**src/inc/pmc_pkg.sv**
```systemverilog
/*
  Package for the power mode control block: register address, field
  positions, reset values, state enumeration and timing constants.
  Assumes a single system clock of 125 MHz and an SFR-style core port.
*/
package pmc_pkg;
  // Register address on the special-function bus
  localparam logic [7:0] POWER_CONTROL_ADDR = 8'h87;
  localparam logic [7:0] POWER_CONTROL_RESET = 8'h00;
  // Field positions
  localparam int IDLE_BIT = 0;
  localparam int STOP_BIT = 1;
  // Reset vector that the core fetches from after any reset
  localparam logic [16:0] RESET_VECTOR = 17'h00000;
  // Lost clock monitor timeout in microseconds and system clock rate
  localparam int LOST_CLOCK_TIMEOUT_US = 100;
  localparam int SYS_CLK_MHZ = 125;
  localparam int LOST_CLOCK_CYCLES = LOST_CLOCK_TIMEOUT_US * SYS_CLK_MHZ;
  // Reset pulse length issued to the rest of the chip, in cycles
  localparam int RESET_PULSE_CYCLES = 4;
  // Operating modes
  typedef enum logic [1:0] {
    PMC_RUN,
    PMC_IDLE,
    PMC_STOP
  } pmc_mode_e;
endpackage

```
**src/logic/pmc_sync.sv**
```systemverilog
/*
  Two flip-flop synchroniser for a single level from outside the clock domain.
  Assumes the input is a slowly changing active-low level such as a reset pin.
*/
`timescale 1ns/1ps
module pmc_sync (
  input wire logic sys_clk_i,
  input wire logic sys_rst_i,
  input wire logic async_i,
  output logic sync_o
);
  logic stage1; // First stage, read only by the second
  logic stage2; // Second stage, safe for logic

  // Capture then re-capture; no freeze so that a stopped block still sees pins.
  // Resets to the idle (high) level of an active-low pin, so leaving reset
  // does not look like a pin assertion and restart the reset pulse.
  always_ff @(posedge sys_clk_i or posedge sys_rst_i) begin
    if (sys_rst_i) begin
      stage1 <= 1'b1;
      stage2 <= 1'b1;
    end else begin
      stage1 <= async_i;
      stage2 <= stage1;
    end
  end

  assign sync_o = stage2;
endmodule

```
**src/logic/pmc_lost_clock.sv**
```systemverilog
/*
  Lost clock monitor timer. While armed and the oscillator is reported
  stopped, it counts towards the timeout and then pulses a reset request.
  Assumes it runs from a low-power always-on clock supplied as sys_clk_i.
*/
`timescale 1ns/1ps
module pmc_lost_clock #(
  parameter int TIMEOUT_CYCLES = pmc_pkg::LOST_CLOCK_CYCLES
) (
  input wire logic sys_clk_i,
  input wire logic sys_rst_i,
  input wire logic enable_i,
  input wire logic clock_missing_i,
  output logic timeout_o
);
  localparam int CW = $clog2(TIMEOUT_CYCLES + 1);
  localparam logic [CW-1:0] LAST = CW'(TIMEOUT_CYCLES - 1);

  logic [CW-1:0] count; // Cycles the oscillator has been missing
  logic [CW-1:0] next_count;
  logic timeout; // Registered expiry pulse
  logic next_timeout;

  // Count while armed and clock missing; a present clock restarts the wait
  always_comb begin
    next_count = count;
    next_timeout = 1'b0;
    if (!enable_i || !clock_missing_i) begin
      next_count = '0;
    end else if (count == LAST) begin
      next_count = '0;
      next_timeout = 1'b1;
    end else begin
      next_count = count + CW'(1);
    end
  end

  // Registers only; runs even when the main clock enable is low by design
  always_ff @(posedge sys_clk_i or posedge sys_rst_i) begin
    if (sys_rst_i) begin
      count <= '0;
      timeout <= 1'b0;
    end else begin
      count <= next_count;
      timeout <= next_timeout;
    end
  end

  assign timeout_o = timeout;
endmodule

```
**src/logic/pmc_top.sv**
```systemverilog
/*
  Power mode control: holds the power control register, enters Idle or Stop
  after the writing instruction completes, gates CPU and system clocks,
  and ends Idle on interrupt or reset, Stop on reset only. Assumes a core that presents an
  SFR write with a strobe and reports instruction completion with a pulse.
*/
`timescale 1ns/1ps
module pmc_top #(
  parameter int TIMEOUT_CYCLES = pmc_pkg::LOST_CLOCK_CYCLES
) (
  input wire logic sys_clk_i,
  input wire logic sys_rst_i,
  input wire logic clk_en_i,
  input wire logic [7:0] sfr_addr_i,
  input wire logic [7:0] sfr_wdata_i,
  input wire logic sfr_wr_i,
  input wire logic sfr_rd_i,
  input wire logic instr_done_i,
  input wire logic irq_pending_i,
  input wire logic rst_pin_n_i,
  input wire logic watchdog_reset_i,
  input wire logic lost_clock_enable_i,
  input wire logic osc_stopped_i,
  output logic [7:0] sfr_rdata_o,
  output logic cpu_clk_en_o,
  output logic periph_clk_en_o,
  output logic osc_en_o,
  output logic irq_enable_o,
  output logic wake_irq_o,
  output logic sys_reset_o,
  output logic [16:0] reset_vector_o,
  output logic [1:0] mode_o
);
  localparam int RCW = $clog2(pmc_pkg::RESET_PULSE_CYCLES + 1);
  localparam logic [RCW-1:0] RST_LEN = RCW'(pmc_pkg::RESET_PULSE_CYCLES);

  pmc_pkg::pmc_mode_e mode; // Current power mode
  pmc_pkg::pmc_mode_e next_mode;
  logic idle_pend; // Idle requested, waiting for instruction end
  logic next_idle_pend;
  logic stop_pend; // Stop requested, waiting for instruction end
  logic next_stop_pend;
  logic [RCW-1:0] rst_cnt; // Remaining cycles of the reset pulse
  logic [RCW-1:0] next_rst_cnt;
  logic [7:0] rdata; // Read data register
  logic [7:0] next_rdata;
  logic cpu_clk_en;
  logic next_cpu_clk_en;
  logic periph_clk_en;
  logic next_periph_clk_en;
  logic osc_en;
  logic next_osc_en;
  logic irq_en;
  logic next_irq_en;
  logic wake_irq;
  logic next_wake_irq;
  logic sys_reset;
  logic next_sys_reset;
  logic pin_sync_n; // Reset pin after two flops
  logic mcd_timeout; // Lost clock monitor expiry pulse
  logic reset_event; // Any reset source this cycle
  logic pc_write; // Write to the power control register

  // Pin reset crosses into the clock domain before use
  pmc_sync u_pin_sync (
    .sys_clk_i(sys_clk_i),
    .sys_rst_i(sys_rst_i),
    .async_i(rst_pin_n_i),
    .sync_o(pin_sync_n)
  );

  // Monitor only armed while in Stop; elsewhere oscillator runs anyway
  pmc_lost_clock #(
    .TIMEOUT_CYCLES(TIMEOUT_CYCLES)
  ) u_lost_clock (
    .sys_clk_i(sys_clk_i),
    .sys_rst_i(sys_rst_i),
    .enable_i(lost_clock_enable_i && (mode == pmc_pkg::PMC_STOP)),
    .clock_missing_i(osc_stopped_i),
    .timeout_o(mcd_timeout)
  );

  // Address decode for the single register
  assign pc_write = sfr_wr_i && (sfr_addr_i == pmc_pkg::POWER_CONTROL_ADDR);

  // Internal or external reset; the watchdog runs on peripheral clock
  assign reset_event = !pin_sync_n || watchdog_reset_i || mcd_timeout;

  // Mode sequencing: request, wait for instruction end, enter, wake
  always_comb begin
    next_mode = mode;
    next_idle_pend = idle_pend;
    next_stop_pend = stop_pend;
    next_rst_cnt = rst_cnt;
    next_wake_irq = 1'b0;
    if (reset_event) begin
      // Any reset ends both modes and restarts the core
      next_mode = pmc_pkg::PMC_RUN;
      next_idle_pend = 1'b0;
      next_stop_pend = 1'b0;
      next_rst_cnt = RST_LEN;
    end else begin
      if (rst_cnt != '0) begin
        next_rst_cnt = rst_cnt - RCW'(1);
      end
      case (mode)
        pmc_pkg::PMC_RUN: begin
          if (pc_write && sfr_wdata_i[pmc_pkg::STOP_BIT]) begin
            next_stop_pend = 1'b1;
          end else if (pc_write && sfr_wdata_i[pmc_pkg::IDLE_BIT]) begin
            next_idle_pend = 1'b1;
          end
          // Entry waits for the writing instruction to complete
          if (instr_done_i && (stop_pend || next_stop_pend)) begin
            next_mode = pmc_pkg::PMC_STOP;
            next_stop_pend = 1'b0;
            next_idle_pend = 1'b0;
          end else if (instr_done_i && (idle_pend || next_idle_pend)) begin
            next_mode = pmc_pkg::PMC_IDLE;
            next_idle_pend = 1'b0;
          end
        end
        pmc_pkg::PMC_IDLE: begin
          // Interrupt wake raises the wake flag and resumes the CPU
          if (irq_pending_i) begin
            next_mode = pmc_pkg::PMC_RUN;
            next_wake_irq = 1'b1;
          end
        end
        pmc_pkg::PMC_STOP: begin
          // Interrupts are ignored; only a reset leaves Stop
          next_mode = pmc_pkg::PMC_STOP;
        end
        default: begin
          next_mode = pmc_pkg::PMC_RUN;
        end
      endcase
    end
  end

  // Clock and interrupt gating derived from the next mode
  always_comb begin
    // Idle stops only the CPU; CPU state is held, not reset
    next_cpu_clk_en = (next_mode == pmc_pkg::PMC_RUN);
    // Stop kills system clock, oscillators and interrupt logic
    next_periph_clk_en = (next_mode != pmc_pkg::PMC_STOP);
    next_osc_en = (next_mode != pmc_pkg::PMC_STOP);
    next_irq_en = (next_mode != pmc_pkg::PMC_STOP);
    next_sys_reset = (next_rst_cnt != '0);
  end

  // Read path: select bits always read zero, reserved bits zero too
  always_comb begin
    next_rdata = rdata;
    if (sfr_rd_i && (sfr_addr_i == pmc_pkg::POWER_CONTROL_ADDR)) begin
      next_rdata = pmc_pkg::POWER_CONTROL_RESET;
    end else if (sfr_rd_i) begin
      next_rdata = 8'h00;
    end
  end

  // State registers; clock enable freezes everything. Reset sources act
  // even in Stop because the clock enable is expected to be high then.
  always_ff @(posedge sys_clk_i or posedge sys_rst_i) begin
    if (sys_rst_i) begin
      mode <= pmc_pkg::PMC_RUN;
      idle_pend <= 1'b0;
      stop_pend <= 1'b0;
      rst_cnt <= RST_LEN;
      rdata <= pmc_pkg::POWER_CONTROL_RESET;
      cpu_clk_en <= 1'b1;
      periph_clk_en <= 1'b1;
      osc_en <= 1'b1;
      irq_en <= 1'b1;
      wake_irq <= 1'b0;
      sys_reset <= 1'b1;
    end else if (clk_en_i) begin
      mode <= next_mode;
      idle_pend <= next_idle_pend;
      stop_pend <= next_stop_pend;
      rst_cnt <= next_rst_cnt;
      rdata <= next_rdata;
      cpu_clk_en <= next_cpu_clk_en;
      periph_clk_en <= next_periph_clk_en;
      osc_en <= next_osc_en;
      irq_en <= next_irq_en;
      wake_irq <= next_wake_irq;
      sys_reset <= next_sys_reset;
    end
  end

  assign sfr_rdata_o = rdata;
  assign cpu_clk_en_o = cpu_clk_en;
  assign periph_clk_en_o = periph_clk_en;
  assign osc_en_o = osc_en;
  assign irq_enable_o = irq_en;
  assign wake_irq_o = wake_irq;
  assign sys_reset_o = sys_reset;
  assign reset_vector_o = pmc_pkg::RESET_VECTOR;
  assign mode_o = mode;
endmodule

```
**config.mk**
```make
export PLATFORM = sky130hd
export DESIGN_NAME = pmc_top
export DESIGN_NICKNAME = d
export VERILOG_FILES = /design/src/inc/pmc_pkg.sv /design/src/logic/pmc_sync.sv /design/src/logic/pmc_lost_clock.sv /design/src/logic/pmc_top.sv
export SDC_FILE = /design/constraint.sdc
export NUM_CORES = 1
export LEC_CHECK = 0
export BUFFER_PORTS_ARGS = -buffer_cell sky130_fd_sc_hd__buf_2
export CORE_MARGIN = 2
export CORE_UTILIZATION = 50
export CTS_BUF_LIST = sky130_fd_sc_hd__clkbuf_4
export DETAILED_ROUTE_END_ITERATION = 10
export PLACE_DENSITY_LB_ADDON = 0.25
export SLEW_MARGIN = 10
export SYNTH_ARGS = -nofsm -noshare
export SYNTH_HDL_FRONTEND = slang
export SYNTH_HIERARCHICAL = 1
export SYNTH_SLANG_ARGS = --single-unit
```
**constraint.sdc**
```tcl
create_clock -name sys_clk_i -period 3.7 [get_ports sys_clk_i]
set_input_delay 0.37 -clock sys_clk_i [delete_from_list [all_inputs] [get_ports sys_clk_i]]
set_output_delay 0.37 -clock sys_clk_i [all_outputs]
set_load 0.005 [all_outputs]
```
==> impl_metrics.csv <==
group,metric,value,unit
power,ir_drop,0.250,mV
final_layout,drive_gt1_share,21.8,%
yosys,syn_area_per_cell,9.71,sq um
global_routing,antenna_found_initial,0,
final_layout,n_antenna_cell,0,
die,initial_core_util,51.6,%
global_routing,gr-total-overflow,0,
yosys,yosysUniqueCellTypes,48,
routing,viasPerCell,4.92,
timing,grt_setup_unrepaired,"no",
yosys,ys_warn_count,6,
placement,place.gp.congestion,0.862,
yosys,seq_area_frac_synth,41.4,%
clock_network,htreeDepth,1,
clock_network,clk_pin_slew_worst_paths,160,ps
clock_network,cts_root_buf,"clkbuf_4",
timing,layout_worst_path_cycle_share,47.2,%
clock_network,clkSinkCount,28,
yosys,synth_cells,176,
timing,finalClockSkew,21.5,ps
timing,slew_viol_final,0,
yosys,ys.flop_type,"dfrtp_1",
routing,routed_wirelength,3140,um
routing,route.detailed.drc,0,
die,rows,21,
placement,dp_hpwl,2430,um
timing,hold_viol_final,0,
routing,dr.pass1.iters,4,
worst_hold_path,hp-class,"primary input to async pin",
timing,relSlewSlack,60.4,%
routing,num_vias,1220,
yosys,synth_area,1710,sq um
clock_network,cts_setup_buffers,0,
final_layout,final_common_cell,"buf_2",
final_layout,final_cell_mix,"27 x buf_2, 25 x nor2_1, 25 x conb_1, 22 x dfrtp_1, 14 x inv_1",
timing,clock.fmax,0.572,GHz
yosys,ys_ff_latch,28,
global_routing,grt_max_degree,17,
timing,worstMarginPinSlew,594,ps
timing,setup_viol,0,
clock_network,cts_buffers,3,
final_layout,stdcell_count,248,
critical_path,cp_max_fo,5,
critical_path,critical_path_arrival,2050,ps
clock_network,cts_resized,0,
critical_path,cp-end-kind,"flip-flop",
routing,final_antenna_net_count,0,
flow_run,maxCapViolCount,0,
global_routing,grt.total_usage,16.6,%
placement,portBuffers,27,
clock_network,clock_path_buffers,2,
critical_path,worstPathRequired,4010,ps
global_routing,grt_pass1_wl,5290,um
routing,drt_iter0_drc,51,
die,dieArea,3900,sq um
global_routing,grt_pass1_vias,1183,
clock_network,clock_latency,350,ps
yosys,synth_edf_count,0,
final_layout,nNetsFinal,235,
timing,setup_tns,0,ps
yosys,synthArstFlopShare,100,%
power,total_power,0.575,mW
final_layout,area_growth_syn_to_layout,6.88,%
die,core,3310,sq um
die,die_h,62.5,um
timing,min_period,1750,ps
placement,placed_cells,244,
critical_path,crit_path_start_kind,"flip-flop",
clock_network,ctsHoldBuffers,0,
clock_network,cts_tree,"done",
run_status,status,"completed",
power,p_leak,0.852,nW
die,num_io_pins,60,
critical_path,worstSetupPathType,"flip-flop to flip-flop",
routing,wl_per_cell,12.7,um
power,p_per_area,315,nW/um^2
final_layout,fill_cells,299,
die,die_w,62.5,um
timing,fin_worst_hold_slack,2.29,ps
-- layer usage --
metal / up-vias / share of wire, % / GRT usage, %
li1: 601 / - / -
met1: 578 / 41 / 18.5
met2: 35 / 53 / 30.6
met3: 6 / 5.1 / 4.50
met4: 0 / 1.1 / 4.72
met5: - / 0 / 0
-- critical path: stages (launching register included) --
cell and delay [ps]:
dfstp_2 570, or3b_1 440, a211oi_1 320, o2111a_1 270, a211o_1 100
-- synthesized netlist by cell type (all sizes together) (2+ instances only) --
cell type / instances / share of area [%]
nand2b: 2 / 0.73
dfstp: 6 / 9.2
nand4: 4 / 2.7
nor4: 3 / 2.0
dfrtp: 22 / 32
xnor2: 9 / 4.6
nor2: 25 / 5.5
nor3: 5 / 1.5
o21ai: 2 / 0.59
and3: 2 / 0.81
nand3: 9 / 2.9
inv: 15 / 3.3
ha: 5 / 3.7
buf: 28 / 13
a21oi: 2 / 0.59
xor2: 3 / 1.5
nor3b: 3 / 1.3
nand4b: 2 / 1.0
o31ai: 3 / 1.3
nand2: 6 / 1.3
-- power by group --
group / internal [mW] / total [mW] / switching [mW] / leakage, nW
registers: 0.313 / 0.317 / 0.00403 / 0.369
logic: 0.0186 / 0.0528 / 0.0342 / 0.454
clock network: 0.110 / 0.204 / 0.0945 / 0.0279
-- worst paths after layout --
path | startpoint | end | slack, ps | cells past startpoint
worst max-delay path | u_pin_sync/sync_o | mode_o[0] | 1950 | 4
worst min-delay path | sys_rst_i | rst_cnt[0] | 2 | 2
worst max register to register | u_pin_sync/sync_o | mode_o[0] | 1950 | 4
worst min register to register | u_pin_sync/stage1 | u_pin_sync/sync_o | 370 | 0
max in group asynchronous | sys_rst_i | u_lost_clock/count[6] | 3220 | 2
min in group sys_clk_i | rst_pin_n_i | u_pin_sync/stage1 | 90 | 1
-- cell type report --
cell class / count / area, sq um / area share [%]
Multi-Input combinational cell: 128 / 817 / 44.7
Sequential cell: 28 / 708 / 38.8
Clock buffer: 3 / 22.5 / 1.23
Tap cell: 46 / 57.6 / 3.15
Clock inverter: 1 / 30.0 / 1.64
Timing Repair Buffer: 27 / 135 / 7.40
Inverter: 15 / 56.3 / 3.08
-- cell families (layout without fill, tap and decap cells) --
kind of cell,Yosys count,in the layout,synth area share (%)
AND/OR/NAND/NOR,69,69,23.8
buffers and inverters,44,46,16.0
flip-flops,28,28,41.4
AO/OA/AOI/OAI,17,17,8.71
XOR/XNOR,12,12,6.15
adder cells (fa/ha/maj),5,5,3.66
other,1,25,0.219
-- sequential cells by signal, indices dropped and copies added (netlist names) --
register                flops
stop_pend                   1
u_lost_clock/timeout_o      1
mode_o                      2
cpu_clk_en_o                1
sys_reset_o                 1
irq_enable_o                1
idle_pend                   1
u_pin_sync/stage1           1
u_lost_clock/count         14
wake_irq_o                  1
rst_cnt                     3
u_pin_sync/sync_o           1
-- stage by stage --
| step | utilization [%] | instance area [sq um] | worst slack (ps) |
|---|---|---|---|
| 6_report | 55.2 | 1830 | 1950 |
| 5_1_grt | 55.2 | 1830 | 1910 |
| 4_1_cts | 55.2 | 1830 | 1960 |
| 3_5_place_dp | 53.6 | 1770 | 1880 |
| 3_3_place_gp | 53.6 | 1770 | 1950 |
| 2_1_floorplan | - | 1800 | 2120 |
Power figures use the tool's default switching activity.
